<file path="src/csb_pkg.sv">
// ============================================================
// shared constants for the compare / skip / branch unit
// ============================================================
package csb_pkg;

  // ============================================================
  // bus geometry and answers
  // ============================================================
  localparam int         ADDR_W      = 8;          // byte address width
  localparam int         DATA_W      = 32;         // bus data width
  localparam int         STRB_W      = 4;          // byte lanes
  localparam int         BYTE_W      = 8;          // bits per lane
  localparam logic [1:0] RESP_OKAY   = 2'h0;       // normal answer
  localparam logic [1:0] RESP_SLVERR = 2'h2;       // refused or unmapped

  // ============================================================
  // register byte addresses
  // ============================================================
  localparam logic [ADDR_W-1:0] ADDR_CMD   = 8'h00; // opcode and bit select
  localparam logic [ADDR_W-1:0] ADDR_OPND  = 8'h04; // operand values
  localparam logic [ADDR_W-1:0] ADDR_PC    = 8'h08; // program counter
  localparam logic [ADDR_W-1:0] ADDR_FLAGS = 8'h0C; // status_flags_register
  localparam logic [ADDR_W-1:0] ADDR_STAT  = 8'h10; // execution status

  // ============================================================
  // field layout
  // ============================================================
  localparam int OP_W         = 5;  // opcode width
  localparam int SEL_W        = 3;  // bit number width
  localparam int REG_W        = 8;  // working register width
  localparam int PC_W         = 16; // program counter width
  localparam int K_W          = 7;  // signed branch offset width
  localparam int CYC_W        = 2;  // cycle count width
  localparam int CMD_OP_LSB   = 0;  // opcode field
  localparam int CMD_SEL_LSB  = 8;  // bit / flag number field
  localparam int OPND_RD_LSB  = 0;  // register value
  localparam int OPND_IMM_LSB = 8;  // immediate constant
  localparam int OPND_IO_LSB  = 16; // i/o location value
  localparam int OPND_K_LSB   = 24; // relative offset
  localparam int OPND_TWO_BIT = 31; // next instruction is two words
  localparam int STAT_BUSY    = 0;  // instruction in progress
  localparam int STAT_TAKEN   = 1;  // last skip or branch was taken
  localparam int STAT_CYC_LSB = 4;  // cycles of last instruction

  // ============================================================
  // flag positions and alu bits
  // ============================================================
  localparam int FLAG_C   = 0;
  localparam int FLAG_Z   = 1;
  localparam int FLAG_N   = 2;
  localparam int FLAG_V   = 3;
  localparam int FLAG_H   = 5;
  localparam int HALF_BIT = 3; // nibble carry source
  localparam int SIGN_BIT = 7; // operand sign

  // ============================================================
  // reset values and steps
  // ============================================================
  localparam logic [PC_W-1:0]   PC_RESET    = 16'h0000;
  localparam logic [REG_W-1:0]  FLAGS_RESET = 8'h00;
  localparam logic [REG_W-1:0]  BYTE_ZERO   = 8'h00;
  localparam logic [DATA_W-1:0] WORD_ZERO   = 32'h0000_0000;
  localparam logic [PC_W-1:0]   PC_STEP1    = 16'h0001;
  localparam logic [PC_W-1:0]   PC_STEP2    = 16'h0002;
  localparam logic [PC_W-1:0]   PC_STEP3    = 16'h0003;
  localparam logic [CYC_W-1:0]  CYC_ONE     = 2'h1;
  localparam logic [CYC_W-1:0]  CYC_TWO     = 2'h2;
  localparam logic [CYC_W-1:0]  CYC_THREE   = 2'h3;

  // ============================================================
  // opcodes
  // ============================================================
  typedef logic [OP_W-1:0] csb_op_t;
  localparam csb_op_t OP_COMPARE_IMMEDIATE    = 5'h00;
  localparam csb_op_t OP_SKIP_REG_BIT_CLEAR   = 5'h01;
  localparam csb_op_t OP_SKIP_REG_BIT_SET     = 5'h02;
  localparam csb_op_t OP_SKIP_IO_BIT_CLEAR    = 5'h03;
  localparam csb_op_t OP_SKIP_IO_BIT_SET      = 5'h04;
  localparam csb_op_t OP_BRANCH_FLAG_SET      = 5'h05;
  localparam csb_op_t OP_BRANCH_FLAG_CLEAR    = 5'h06;
  localparam csb_op_t OP_BRANCH_EQUAL         = 5'h07;
  localparam csb_op_t OP_BRANCH_NOT_EQUAL     = 5'h08;
  localparam csb_op_t OP_BRANCH_CARRY_SET     = 5'h09;
  localparam csb_op_t OP_BRANCH_CARRY_CLEAR   = 5'h0A;
  localparam csb_op_t OP_BRANCH_SAME_HIGHER   = 5'h0B;
  localparam csb_op_t OP_BRANCH_LOWER         = 5'h0C;
  localparam csb_op_t OP_BRANCH_MINUS         = 5'h0D;
  localparam csb_op_t OP_BRANCH_PLUS          = 5'h0E;
  localparam csb_op_t OP_BRANCH_GE_SIGNED     = 5'h0F;
  localparam csb_op_t OP_BRANCH_LT_SIGNED     = 5'h10;
  localparam csb_op_t OP_BRANCH_HALFCARRY_SET = 5'h11;
  localparam csb_op_t OP_BRANCH_HALFCARRY_CLR = 5'h12;

  // ============================================================
  // execution states
  // ============================================================
  typedef enum logic [1:0] {
    ST_IDLE = 2'h1, // waiting for a command
    ST_RUN  = 2'h2  // counting instruction cycles
  } csb_state_e;

endpackage

</file>
<file path="src/csb_cmp_alu.sv">
`timescale 1ns/1ns
// ============================================================
// compare-immediate flag generator
// ============================================================
module csb_cmp_alu (
  input  wire logic [7:0] i_rd,    // working register value
  input  wire logic [7:0] i_imm,   // constant subtracted
  input  wire logic [7:0] i_flags, // flags before the compare
  output logic      [7:0] o_flags  // flags after the compare
);
  import csb_pkg::*;

  logic [REG_W-1:0] diff; // result is discarded, only flags kept

  assign diff = i_rd - i_imm;

  // ============================================================
  // flag update, other flags pass through
  // ============================================================
  always_comb begin
    o_flags         = i_flags;
    o_flags[FLAG_Z] = (diff == BYTE_ZERO);
    o_flags[FLAG_N] = diff[SIGN_BIT];
    // borrow out of bit 3
    o_flags[FLAG_H] = (~i_rd[HALF_BIT] & i_imm[HALF_BIT]) | (i_imm[HALF_BIT] & diff[HALF_BIT])
                    | (diff[HALF_BIT] & ~i_rd[HALF_BIT]);
    // signed overflow of the subtraction
    o_flags[FLAG_V] = (i_rd[SIGN_BIT] & ~i_imm[SIGN_BIT] & ~diff[SIGN_BIT])
                    | (~i_rd[SIGN_BIT] & i_imm[SIGN_BIT] & diff[SIGN_BIT]);
    // borrow out of bit 7
    o_flags[FLAG_C] = (~i_rd[SIGN_BIT] & i_imm[SIGN_BIT]) | (i_imm[SIGN_BIT] & diff[SIGN_BIT])
                    | (diff[SIGN_BIT] & ~i_rd[SIGN_BIT]);
  end

endmodule // csb_cmp_alu

</file>
<file path="src/csb_compare_skip_branch_unit.sv">
// The AXI4-Lite interface to the registers and the register offsets are this design's own decisions.
`timescale 1ns/1ns
// ============================================================
// Summary of operation
// - compare immediate sets Z N V C H, one cycle
// - register bit clear skips next instruction, one or two words
// - register bit set skips, flags untouched
// - i/o bit clear skips next instruction
// - i/o bit set skips, flags untouched
// - flag set branches to pc+k+1, 1/2 cycles
// - flag clear branches, flags untouched
// - carry branches test C set or clear
// - same-higher on C zero, lower on C one
// - signed ge branches when N xor V zero
// - signed lt branches when N xor V one
// - half-carry branches test H set or clear
// ============================================================
module csb_compare_skip_branch_unit (
  input  wire logic                         I_MCLK,
  input  wire logic                         I_RESET_N,
  input  wire logic [csb_pkg::ADDR_W-1:0]   I_AWADDR,
  input  wire logic                         I_AWVALID,
  output logic                              O_AWREADY,
  input  wire logic [csb_pkg::DATA_W-1:0]   I_WDATA,
  input  wire logic [csb_pkg::STRB_W-1:0]   I_WSTRB,
  input  wire logic                         I_WVALID,
  output logic                              O_WREADY,
  output logic [1:0]                        O_BRESP,
  output logic                              O_BVALID,
  input  wire logic                         I_BREADY,
  input  wire logic [csb_pkg::ADDR_W-1:0]   I_ARADDR,
  input  wire logic                         I_ARVALID,
  output logic                              O_ARREADY,
  output logic [csb_pkg::DATA_W-1:0]        O_RDATA,
  output logic [1:0]                        O_RRESP,
  output logic                              O_RVALID,
  input  wire logic                         I_RREADY,
  output logic [csb_pkg::PC_W-1:0]          O_PC,
  output logic [csb_pkg::REG_W-1:0]         O_FLAGS,
  output logic                              O_BUSY,
  output logic                              O_DONE
);
  import csb_pkg::*;

  // ============================================================
  // declarations
  // ============================================================
  logic               aw_held;    // write address captured
  logic [ADDR_W-1:0]  aw_addr;    // captured write address
  logic               w_held;     // write data captured
  logic [DATA_W-1:0]  w_data;     // captured write data
  logic [STRB_W-1:0]  w_strb;     // captured byte enables
  logic               bvalid;     // write answer pending
  logic [1:0]         bresp;      // write answer code
  logic               rvalid;     // read answer pending
  logic [1:0]         rresp;      // read answer code
  logic [DATA_W-1:0]  rdata;      // read answer data
  logic               wr_fire;    // write performed this cycle
  logic               wr_mapped;  // write address decodes
  logic               wr_ok;      // write allowed to take effect
  logic               launch;     // command write starts execution
  logic [DATA_W-1:0]  rd_word;    // read mux output
  logic               rd_mapped;  // read address decodes
  logic [DATA_W-1:0]  cmd_word;   // command as merged by strobes
  csb_op_t            cmd_op;     // current opcode
  logic [SEL_W-1:0]   cmd_sel;    // bit or flag number
  logic [DATA_W-1:0]  opnd;       // operand register
  logic [PC_W-1:0]    pc;         // program counter
  logic [REG_W-1:0]   flags;      // status_flags_register
  logic               taken;      // last outcome
  logic [CYC_W-1:0]   last_cyc;   // cycles of last instruction
  csb_state_e         state;      // execution state
  logic [CYC_W-1:0]   cnt;        // cycle being executed
  logic               hit;        // skip or branch condition true
  logic               is_skip;    // opcode is a skip
  logic               is_branch;  // opcode is a branch
  logic               is_cmp;     // opcode is a compare
  logic [PC_W-1:0]    next_pc;    // pc after this instruction
  logic [REG_W-1:0]   next_flags; // flags after this instruction
  logic [CYC_W-1:0]   next_need;  // cycles this instruction takes
  logic [REG_W-1:0]   cmp_flags;  // compare result flags
  logic [REG_W-1:0]   op_rd;      // working register operand
  logic [REG_W-1:0]   op_io;      // i/o location operand
  logic [K_W-1:0]     op_k;       // signed offset
  logic [PC_W-1:0]    k_ext;      // offset widened to pc

  // strobe merge, lanes without a strobe keep the old byte
  function automatic logic [DATA_W-1:0] merge(input logic [DATA_W-1:0] old_v,
                                              input logic [DATA_W-1:0] new_v,
                                              input logic [STRB_W-1:0] strb);
    logic [DATA_W-1:0] res;
    res = old_v;
    for (int i = 0; i < STRB_W; i++) begin
      if (strb[i]) begin
        res[i*BYTE_W +: BYTE_W] = new_v[i*BYTE_W +: BYTE_W];
      end
    end
    return res;
  endfunction

  // ============================================================
  // write channel
  // ============================================================
  // ready only while the slot is empty and no answer waits
  assign O_AWREADY = ~aw_held & ~bvalid;
  assign O_WREADY  = ~w_held & ~bvalid;
  assign wr_fire   = aw_held & w_held & ~bvalid;

  // address capture, order against data is free
  always_ff @(posedge I_MCLK or negedge I_RESET_N) begin
    if (!I_RESET_N) begin
      aw_held <= 1'b0;
      aw_addr <= 8'h00;
    end else if (I_AWVALID && O_AWREADY) begin
      aw_held <= 1'b1;
      aw_addr <= I_AWADDR;
    end else if (wr_fire) begin
      aw_held <= 1'b0;
    end
  end

  // data capture
  always_ff @(posedge I_MCLK or negedge I_RESET_N) begin
    if (!I_RESET_N) begin
      w_held <= 1'b0;
      w_data <= WORD_ZERO;
      w_strb <= 4'h0;
    end else if (I_WVALID && O_WREADY) begin
      w_held <= 1'b1;
      w_data <= I_WDATA;
      w_strb <= I_WSTRB;
    end else if (wr_fire) begin
      w_held <= 1'b0;
    end
  end

  // address decode for writes
  always_comb begin
    unique case (aw_addr)
      ADDR_CMD, ADDR_OPND, ADDR_PC, ADDR_FLAGS, ADDR_STAT: wr_mapped = 1'b1;
      default: wr_mapped = 1'b0;
    endcase
  end

  assign cmd_word = merge({{(DATA_W-SEL_W-CMD_SEL_LSB){1'b0}}, cmd_sel, 3'h0, cmd_op}, w_data, w_strb);
  // busy blocks writes so operands cannot shift under a running instruction
  assign wr_ok    = wr_mapped & (state == ST_IDLE)
                  & ((aw_addr != ADDR_CMD) | (cmd_word[CMD_OP_LSB +: OP_W] <= OP_BRANCH_HALFCARRY_CLR));
  assign launch   = wr_fire & wr_ok & (aw_addr == ADDR_CMD);

  // write answer
  always_ff @(posedge I_MCLK or negedge I_RESET_N) begin
    if (!I_RESET_N) begin
      bvalid <= 1'b0;
      bresp  <= RESP_OKAY;
    end else if (wr_fire) begin
      bvalid <= 1'b1;
      bresp  <= wr_ok ? RESP_OKAY : RESP_SLVERR;
    end else if (I_BREADY) begin
      bvalid <= 1'b0;
    end
  end

  assign O_BVALID = bvalid;
  assign O_BRESP  = bresp;

  // ============================================================
  // software registers
  // ============================================================
  // command and operand hold the instruction to execute
  always_ff @(posedge I_MCLK or negedge I_RESET_N) begin
    if (!I_RESET_N) begin
      cmd_op  <= OP_COMPARE_IMMEDIATE;
      cmd_sel <= 3'h0;
      opnd    <= WORD_ZERO;
    end else if (wr_fire && wr_ok) begin
      if (aw_addr == ADDR_CMD) begin
        cmd_op  <= cmd_word[CMD_OP_LSB +: OP_W];
        cmd_sel <= cmd_word[CMD_SEL_LSB +: SEL_W];
      end
      if (aw_addr == ADDR_OPND) begin
        opnd <= merge(opnd, w_data, w_strb);
      end
    end
  end

  // ============================================================
  // condition evaluation
  // ============================================================
  assign op_rd = opnd[OPND_RD_LSB +: REG_W];
  assign op_io = opnd[OPND_IO_LSB +: REG_W];
  assign op_k  = opnd[OPND_K_LSB +: K_W];
  assign k_ext = {{(PC_W-K_W){op_k[K_W-1]}}, op_k};

  csb_cmp_alu u_cmp_alu (
    .i_rd    (op_rd),
    .i_imm   (opnd[OPND_IMM_LSB +: REG_W]),
    .i_flags (flags),
    .o_flags (cmp_flags)
  );

  // per-opcode test, anything that is not a compare leaves flags alone
  always_comb begin
    hit       = 1'b0;
    is_skip   = 1'b0;
    is_branch = 1'b1;
    is_cmp    = 1'b0;
    unique case (cmd_op)
      OP_COMPARE_IMMEDIATE: begin
        is_cmp    = 1'b1;
        is_branch = 1'b0;
      end
      OP_SKIP_REG_BIT_CLEAR: begin
        hit       = ~op_rd[cmd_sel];
        is_skip   = 1'b1;
        is_branch = 1'b0;
      end
      OP_SKIP_REG_BIT_SET: begin
        hit       = op_rd[cmd_sel];
        is_skip   = 1'b1;
        is_branch = 1'b0;
      end
      OP_SKIP_IO_BIT_CLEAR: begin
        hit       = ~op_io[cmd_sel];
        is_skip   = 1'b1;
        is_branch = 1'b0;
      end
      OP_SKIP_IO_BIT_SET: begin
        hit       = op_io[cmd_sel];
        is_skip   = 1'b1;
        is_branch = 1'b0;
      end
      OP_BRANCH_FLAG_SET:      hit = flags[cmd_sel];
      OP_BRANCH_FLAG_CLEAR:    hit = ~flags[cmd_sel];
      OP_BRANCH_EQUAL:         hit = flags[FLAG_Z];
      OP_BRANCH_NOT_EQUAL:     hit = ~flags[FLAG_Z];
      OP_BRANCH_CARRY_SET:     hit = flags[FLAG_C];
      OP_BRANCH_CARRY_CLEAR:   hit = ~flags[FLAG_C];
      OP_BRANCH_SAME_HIGHER:   hit = ~flags[FLAG_C];
      OP_BRANCH_LOWER:         hit = flags[FLAG_C];
      OP_BRANCH_MINUS:         hit = flags[FLAG_N];
      OP_BRANCH_PLUS:          hit = ~flags[FLAG_N];
      OP_BRANCH_GE_SIGNED:     hit = ~(flags[FLAG_N] ^ flags[FLAG_V]);
      OP_BRANCH_LT_SIGNED:     hit = flags[FLAG_N] ^ flags[FLAG_V];
      OP_BRANCH_HALFCARRY_SET: hit = flags[FLAG_H];
      OP_BRANCH_HALFCARRY_CLR: hit = ~flags[FLAG_H];
      // illegal codes are refused at the write, never executed
      default: is_branch = 1'b0;
    endcase
  end

  // target, flags and cycle count of the instruction
  always_comb begin
    next_pc    = pc + PC_STEP1;
    next_need  = CYC_ONE;
    next_flags = is_cmp ? cmp_flags : flags;
    if (is_skip && hit) begin
      // a two-word victim needs one more word and one more cycle
      next_pc   = pc + (opnd[OPND_TWO_BIT] ? PC_STEP3 : PC_STEP2);
      next_need = opnd[OPND_TWO_BIT] ? CYC_THREE : CYC_TWO;
    end else if (is_branch && hit) begin
      next_pc   = pc + k_ext + PC_STEP1;
      next_need = CYC_TWO;
    end
  end

  // ============================================================
  // execution sequencer
  // ============================================================
  // run for exactly the instruction's cycle count, then commit
  always_ff @(posedge I_MCLK or negedge I_RESET_N) begin
    if (!I_RESET_N) begin
      state <= ST_IDLE;
      cnt   <= CYC_ONE;
    end else begin
      unique case (state)
        ST_IDLE: begin
          cnt <= CYC_ONE;
          if (launch) begin
            state <= ST_RUN;
          end
        end
        ST_RUN: begin
          if (cnt == next_need) begin
            state <= ST_IDLE;
          end else begin
            cnt <= cnt + CYC_ONE;
          end
        end
        default: state <= ST_IDLE; // illegal one-hot code recovers
      endcase
    end
  end

  // pc and flags: software writes when idle, commit at the end
  always_ff @(posedge I_MCLK or negedge I_RESET_N) begin
    if (!I_RESET_N) begin
      pc       <= PC_RESET;
      flags    <= FLAGS_RESET;
      taken    <= 1'b0;
      last_cyc <= 2'h0;
      O_DONE   <= 1'b0;
    end else begin
      O_DONE <= 1'b0;
      if (state == ST_RUN && cnt == next_need) begin
        pc       <= next_pc;
        flags    <= next_flags;
        taken    <= hit;
        last_cyc <= next_need;
        O_DONE   <= 1'b1;
      end else if (wr_fire && wr_ok) begin
        if (aw_addr == ADDR_PC) begin
          pc <= PC_W'(merge({16'h0000, pc}, w_data, w_strb));
        end
        if (aw_addr == ADDR_FLAGS) begin
          flags <= REG_W'(merge({24'h00_0000, flags}, w_data, w_strb));
        end
      end
    end
  end

  assign O_PC    = pc;
  assign O_FLAGS = flags;
  assign O_BUSY  = (state == ST_RUN);

  // ============================================================
  // read channel
  // ============================================================
  assign O_ARREADY = ~rvalid; // one read in flight

  // read mux, unused bits read as zero
  always_comb begin
    rd_word   = WORD_ZERO;
    rd_mapped = 1'b1;
    unique case (I_ARADDR)
      ADDR_CMD: begin
        rd_word[CMD_OP_LSB +: OP_W]   = cmd_op;
        rd_word[CMD_SEL_LSB +: SEL_W] = cmd_sel;
      end
      ADDR_OPND:  rd_word = opnd;
      ADDR_PC:    rd_word[PC_W-1:0] = pc;
      ADDR_FLAGS: rd_word[REG_W-1:0] = flags;
      ADDR_STAT: begin
        rd_word[STAT_BUSY]                = O_BUSY;
        rd_word[STAT_TAKEN]               = taken;
        rd_word[STAT_CYC_LSB +: CYC_W]    = last_cyc;
      end
      default: rd_mapped = 1'b0;
    endcase
  end

  // read answer registered one cycle after the address
  always_ff @(posedge I_MCLK or negedge I_RESET_N) begin
    if (!I_RESET_N) begin
      rvalid <= 1'b0;
      rresp  <= RESP_OKAY;
      rdata  <= WORD_ZERO;
    end else if (I_ARVALID && O_ARREADY) begin
      rvalid <= 1'b1;
      rresp  <= rd_mapped ? RESP_OKAY : RESP_SLVERR;
      rdata  <= rd_word;
    end else if (I_RREADY) begin
      rvalid <= 1'b0;
    end
  end

  assign O_RVALID = rvalid;
  assign O_RRESP  = rresp;
  assign O_RDATA  = rdata;

endmodule // csb_compare_skip_branch_unit

</file>
<file path="config.mk">
export PLATFORM = sky130hd
export DESIGN_NAME = csb_compare_skip_branch_unit
export DESIGN_NICKNAME = d
export VERILOG_FILES = /design/src/csb_pkg.sv /design/src/csb_cmp_alu.sv /design/src/csb_compare_skip_branch_unit.sv
export SDC_FILE = /design/constraint.sdc
export NUM_CORES = 1
export LEC_CHECK = 0
export BUFFER_PORTS_ARGS = -buffer_cell sky130_fd_sc_hd__buf_2
export CORE_MARGIN = 5
export CORE_UTILIZATION = 60
export CTS_BUF_LIST = sky130_fd_sc_hd__clkbuf_2
export CTS_CLUSTER_SIZE = 16
export DETAILED_ROUTE_END_ITERATION = 16
export PLACE_DENSITY = 0.83
export REMOVE_ABC_BUFFERS = 1
export SKIP_LAST_GASP = 1
export SLEW_MARGIN = 0
export SYNTH_ARGS = -nofsm -noshare
export SYNTH_HDL_FRONTEND = slang
export SYNTH_HIERARCHICAL = 1
export SYNTH_SLANG_ARGS = --single-unit
</file>
<file path="constraint.sdc">
create_clock -name I_MCLK -period 3.3 [get_ports I_MCLK]
set_input_delay 0.495 -clock I_MCLK [delete_from_list [all_inputs] [get_ports I_MCLK]]
set_output_delay 0.495 -clock I_MCLK [all_outputs]
set_load 0.01 [all_outputs]
</file>
==> reports/qor.yml, run 1 <==
initial_core_util: 0.613
cts_root_buffer: "clkbuf_2"
route.met2.wl_mm: 12.0
rsz0062_at_grt: "false"
wl_per_cell_um: 19.7
dp_cells: 1171
dr.pass1.iters: 6
multi_input_area_um2: 4720
start_kind: "flip-flop"
drive_gt1_frac: 0.271
core_um2: 14600
layout_setup_ws_ns: 0.165
htree_levels: 4
top_layer: "met4"
cp_slowest_cell: "dfrtp_1"
synth_cell_type_count: 73
synthesis.area_um2: 8940
ios: 126
drtIter0Drc: 945
cp_cell_sequence: "inv_1 > ha_1 > inv_1 > fa_1 > a21o_1 > a211oi_1 > nor2_1 > o41ai_1 > buf_4 > o21bai_1 > a21oi_1 > xnor2_1 > a211oi_1 > a21oi_1"
cts_tree: "done"
crit_path_end_kind: "flip-flop"
finalCritPeriodShare: 0.950
yosys_most_used_dff: "dfrtp_1"
hp-class: "in -> reg"
grt_pass1_vias: 7515
area_growth_pct: 17.1
final-setup-viol-count: 0
drtAntennaViolNets: 0
finClkSkew_ns: 0.0390
period_minus_slack_ns: 3.13
synth_edf_count: 0
critPathMaxFanout: 6
required_ns: 3.98
clock_latency_ns: 0.79
max-cap-violations: 0
row_count: 44
power_leakage_nw: 5.00
slew_headroom: 0.257
power_mw: 5.51
cts_buffers: 17
die_x_um: 132
place_congestion: 0.963
pwr_density_cell_nw_per_um2: 526
cp.arrival_ns: 3.81
m1WireLength_mm: 9.93
report.final.slew_viol_count: 0
met3_length_mm: 1.96
grt-ovfl-total: 0
async_flop_share: 1.00
pre_cts_slack_ns: 0.127
cts_num_sinks: 154
fillers: 1050
grt_antenna_before_repair: 1
wl_mm: 24.6
tightest_slew_ns: 1.11
grt_pass1_wl_mm: 39.7
yosys_warnings: 6
syn_inst: 893
grt_max_degree: 82
critPathBufInv: 3
dp_hpwl_mm: 17.0
nNetsFinal: 1144
cts_buffer_depth: 2
outcome: "completed"
instances_no_fill: 1251
vias_per_cell: 6.15
portBuffers: 123
cts_setup_buffers: 0
fmax_mhz: 319
drc: 0
die_area_um2: 17400
seq_area_um2: 3860
ys_seq_area_frac: 0.431
ys_seq_elements: 154
path_clk_slew_ns: 0.23
vias: 7694
cp_slowest_stage_delay_ns: 0.50
track_usage: 0.281
hold_violations: 0
critical-path-top-delay-family: "compound AO/OA/AOI/OAI gates"
synth_area_per_cell_um2: 10.0
dieHeight_um: 132
max-vdd-ir-drop_v: 0.000337
critical_path_class: "reg -> reg"
## timing repair
item,CTS,global route
resized for setup,0,1
hold buffers,47,0
hold endpoints to repair,123,0
setup endpoints to repair,0,14
## report_power, final
part           switching (mW)  internal, mW
Clock                   0.727         0.355
Sequential              0.486          2.27
Combinational           0.812         0.860
Total                    2.02          3.48
## cell families (layout without fill, tap and decap cells)
logic type,after synthesis,count (layout),share of synthesized area
simple gates,261,261,0.138
compound gates,200,200,0.147
flops,154,154,0.431
mux,129,129,0.168
buf+inv,90,262,0.0418
fa+ha+maj,32,32,0.0481
xor+xnor,26,26,0.0255
other cells,1,3,0.000419
## synthesized netlist by cell type (all sizes together) (5+ instances only)
cell type | instances | area share
buf | 15 | 0.010
a21o | 9 | 0.0076
nor2 | 52 | 0.022
nor3 | 18 | 0.012
or3 | 7 | 0.0049
a22oi | 10 | 0.0084
and3 | 5 | 0.0035
a22o | 6 | 0.0059
a21oi | 41 | 0.023
mux2i | 34 | 0.038
xor2 | 10 | 0.0098
o21ai | 58 | 0.032
a31oi | 8 | 0.0056
mux2 | 87 | 0.11
nand2b | 11 | 0.0077
dfrtp | 152 | 0.43
and2 | 6 | 0.0042
xnor2 | 16 | 0.016
ha | 28 | 0.039
nand3 | 17 | 0.0095
inv | 36 | 0.015
o31ai | 7 | 0.0059
mux4 | 8 | 0.020
nand2 | 111 | 0.047
clkbuf | 37 | 0.016
a211oi | 8 | 0.0073
nor2b | 7 | 0.0057
o22ai | 9 | 0.0063
## worst min-delay path: stages
cell and delay, ns:
buf_2 0.09, or3_1 0.21, o31ai_1 0.10
## final timing paths
| path | startpoint | slack [ns] | to | depth (start not counted) |
|---|---|---|---|---|
| min | I_ARADDR[5] | 0.14 | O_RDATA[8]$_DFFE_PN0P_ | 3 |
| max | O_PC[0]$_DFFE_PN0P_ | 0.17 | O_PC[10]$_DFFE_PN0P_ | 14 |
| max in group asynchronous | I_RESET_N | 2.18 | O_RDATA[20]$_DFFE_PN0P_ | 3 |
| min in group asynchronous | I_RESET_N | 0.29 | aw_addr[1]$_DFFE_PN0P_ | 2 |
| min reg2reg | O_RDATA[9]$_DFFE_PN0P_ | 0.50 | O_RDATA[9]$_DFFE_PN0P_ | 2 |
| max reg2reg | O_PC[0]$_DFFE_PN0P_ | 0.17 | O_PC[10]$_DFFE_PN0P_ | 14 |
## layout make-up
cell class | count | share of cell area
diodes | 1 | 0.000239
clock buffers | 18 | 0.00860
clock inverters | 14 | 0.0139
inverters | 38 | 0.0136
multi-input cells | 650 | 0.451
flip-flops and latches | 154 | 0.368
well taps | 184 | 0.0220
repair buffers | 192 | 0.122
## routing by layer
layer,track usage,vias up
met5,0,-
met4,0.0914,0
met3,0.0634,66
met2,0.469,375
met1,0.367,3713
li1,-,3540
## metrics by stage
| step | area, um2 | hold slack (ns) | TNS [ns] | util |
|---|---|---|---|---|
| 6_report | 10500 | 0.137 | 0 | 0.718 |
| 5_1_grt | 10500 | 0.0880 | 0 | 0.718 |
| 4_1_cts | 10500 | 0.0954 | 0 | 0.718 |
| 3_5_place_dp | 9760 | 0.462 | 0 | 0.669 |
| 3_3_place_gp | 9760 | 0.455 | 0 | 0.669 |
| 2_1_floorplan | 8720 | 0.199 | -8.26 | - |
## flip-flops by register name, summed over array words and instances, names as in the netlist, 2 cells and up
signal    flops
cmd_op        5
w_strb        4
cmd_sel       3
opnd         32
state         2
w_data       32
O_FLAGS       8
last_cyc      2
cnt           2
aw_addr       8
O_RDATA      32
O_PC         16
## placed cells by master (no fill, tap or decap), types with 9 or more instances in the layout
cell | netlist | routed
dfrtp_1 | 152 | 151
buf_2 | 5 | 122
nand2_1 | 111 | 110
mux2_2 | 87 | 87
o21ai_0 | 58 | 58
nor2_1 | 52 | 51
dlygate4sd3_1 | 0 | 47
a21oi_1 | 41 | 41
inv_1 | 36 | 36
mux2i_1 | 34 | 34
ha_1 | 28 | 28
buf_4 | 6 | 20
clkbuf_2 | 0 | 18
nand3_1 | 17 | 17
nor3_1 | 16 | 16
xnor2_1 | 16 | 16
nand2b_1 | 11 | 11
a22oi_1 | 10 | 10
xor2_1 | 10 | 10
a21o_1 | 9 | 9
o22ai_1 | 9 | 9
Note: power is estimated with default switching activity, not from simulation.
==> run 2: changes to the inputs <==
Settings changed: ABC_AREA from default to 1.
==> run 2 against run 1 <==
Critical path depth up 2. Synthesized area up 4.6%. Largest power group unchanged. Setup slack better by 0.29 ns. Sequential power down 13%. Clock power up 5%. Cell count up 31%. Combinational power down 45%. Routed wire length up 7.6%. Register-to-register slack better by 0.29 ns. Flip-flop and latch count unchanged. Count of clock-buffer cells in the layout down 1. Fmax up 10%. Critical path type unchanged.
==> reports/qor.yml, run 2 <==
wl_per_cell_um: 16.1
cts_buffers: 17
detailed_place.area_um2: 10100
final-setup-viol-count: 0
initial_core_util: 0.613
die_area_um2: 18200
fillers: 1310
crit_path_end_kind: "flip-flop"
hp-class: "in -> reg"
finClkSkew_ns: 0.0400
stdcell_area_um2: 10900
critical_path_class: "reg -> reg"
ys_seq_area_frac: 0.412
track_usage: 0.296
grt_pass1_vias: 8337
cts_num_sinks: 154
tightest_slew_ns: 0.854
pwr_density_cell_nw_per_um2: 411
vias_per_cell: 5.58
synth_edf_count: 0
die_x_um: 135
instances_no_fill: 1641
report.final.slew_viol_count: 0
core_um2: 15300
fin_setup_tns_ns: 0
netlist_top_cells_area: "dfrtp_1 (41%), nand2_1 (13%), nand3_1 (6.4%)"
hp-start: "I_ARADDR[4]"
multi_input_area_um2: 4660
final_common_cell: "nand2_1"
seq_area_um2: 3860
row_count: 45
dp_cells: 1561
max-cap-violations: 0
max-vdd-ir-drop_v: 0.000344
synth_top_area_frac: 0.407
ios: 126
place_congestion: 1.01
async_flop_share: 1.00
syn_inst: 1258
nNetsFinal: 1507
critPathLaunch: "cmd_sel[0]$_DFFE_PN0P_"
drive_gt1_frac: 0.152
fmax_mhz: 351
r2r-start: "cmd_sel[0]$_DFFE_PN0P_"
finalCritPeriodShare: 0.863
htree_levels: 4
critPathMaxFanout: 27
rsz0062_at_grt: "false"
path_clk_slew_ns: 0.28
yosys.area.top_type: "dfrtp_1"
grt_max_degree: 77
cts_resized: 0
cts_root_buffer: "clkbuf_2"
vias: 9150
grt-ovfl-total: 0
dieHeight_um: 135
synth_common_cells: "nand2_1 (320), inv_1 (155), dfrtp_1 (152)"
outcome: "completed"
drtIter0Drc: 1028
drc: 0
grt_antenna_before_repair: 1
dr.pass1.iters: 9
hold_violations: 0
wl_mm: 26.5
period_minus_slack_ns: 2.85
synthesis.area_um2: 9360
synth_cell_type_count: 47
cp.arrival_ns: 3.54
cts_buffer_depth: 2
portBuffers: 123
yosys_most_used_dff: "dfrtp_1"
yosysMostFrequentCell: "nand2_1"
dp_hpwl_mm: 20.0
final_cell_mix: "nand2_1 (319), inv_1 (155), dfrtp_1 (152), buf_2 (122), nand3_1 (120)"
cts_tree: "done"
start_kind: "flip-flop"
drtAntennaViolNets: 0
grt_pass1_wl_mm: 42.8
synth_area_per_cell_um2: 7.44
slew_headroom: 0.430
ys_seq_elements: 154
required_ns: 3.99
clock_latency_ns: 0.77
power_leakage_nw: 5.65
yosys_warnings: 6
area_growth_pct: 16.1
cts_setup_buffers: 0
## run 2: cell types whose count changed after synthesis, moves of 14 or more
cell,change
nand3_1,+103
nand2_1,+209
xor2_1,+14
mux2_2,-79
nor2_1,+56
inv_1,+119
mux2i_1,-34
o21ai_0,+34
a21oi_1,+27
## run 2: cell families after synthesis
kind of cell | count (synthesis) | share of synthesized area
AND/OR/NAND/NOR | 612 | 0.287
AO/OA/AOI/OAI | 212 | 0.126
buffers and inverters | 209 | 0.0905
flip-flops | 154 | 0.412
adder cells (fa/ha/maj) | 32 | 0.0460
XOR/XNOR | 30 | 0.0281
multiplexers | 8 | 0.00963
other | 1 | 0.000401
## run 2: critical path, stage by stage (launching register included)
cell and delay, ns:
dfrtp_1 0.72, inv_2 0.20, nand2_1 0.10, nand3_1 0.07, nand3_1 0.12, nand2_1 0.06, nand2_1 0.07, nand2_1 0.08
nor2_4 0.15, nand2_4 0.11, nand2_2 0.39, inv_1 0.26, nand2_1 0.11, nand3_1 0.06, o21ai_0 0.10, nand2_1 0.07
nand3_1 0.08
## run 2: routing by layer
| metal | part of all wire | GRT usage | vias up |
|---|---|---|---|
| met5 | 0 | 0 | - |
| met4 | 0.022 | 0.0814 | 0 |
| met3 | 0.094 | 0.0659 | 59 |
| met2 | 0.45 | 0.459 | 429 |
| met1 | 0.43 | 0.421 | 4258 |
| li1 | - | - | 4404 |
## run 2: repair_timing
action                     4_1_cts  5_1_grt
setup endpoints to repair        0        0
hold endpoints to repair       120        0
hold buffers                    47        0
## run 2: worst paths after layout
kind	depth (start not counted)	end	slack [ns]
worst max-delay path	16	O_PC[10]$_DFFE_PN0P_	0.45
worst min-delay path	5	O_RDATA[0]$_DFFE_PN0P_	0.21
worst max register to register	16	O_PC[10]$_DFFE_PN0P_	0.45
worst min register to register	2	O_RDATA[16]$_DFFE_PN0P_	0.51
max in group asynchronous	3	opnd[14]$_DFFE_PN0P_	2.20
min in group asynchronous	2	aw_addr[5]$_DFFE_PN0P_	0.29
## run 2: stage by stage
| stage | setup WS [ns] | hold slack, ns | power (mW) | utilization |
|---|---|---|---|---|
| final | 0.454 | 0.213 | 4.46 | 0.712 |
| after global routing | 0.168 | 0.210 | 4.72 | 0.712 |
| after CTS | 0.543 | 0.154 | 4.47 | 0.712 |
| after detailed placement | 0.619 | 0.463 | 3.32 | 0.664 |
| after global placement | 0.658 | 0.458 | 3.28 | 0.664 |
| after floorplan | 1.05 | 0.199 | 2.95 | - |
## run 2: power by group
| group | switching (mW) | leakage, nW | internal (mW) | total [mW] |
|---|---|---|---|---|
| combinational | 0.563 | 3.52 | 0.359 | 0.922 |
| sequential | 0.227 | 1.98 | 2.18 | 2.41 |
| clock | 0.804 | 0.150 | 0.323 | 1.13 |
| total | 1.59 | 5.65 | 2.86 | 4.46 |
## run 2: final cells by class
class | instances | area share
multi-input combinational | 896 | 0.429
sequential | 154 | 0.355
timing repair buffer | 185 | 0.112
inverter | 162 | 0.0560
tap | 211 | 0.0243
clock inverter | 15 | 0.0154
clock buffer | 17 | 0.00783
antenna | 1 | 0.000230
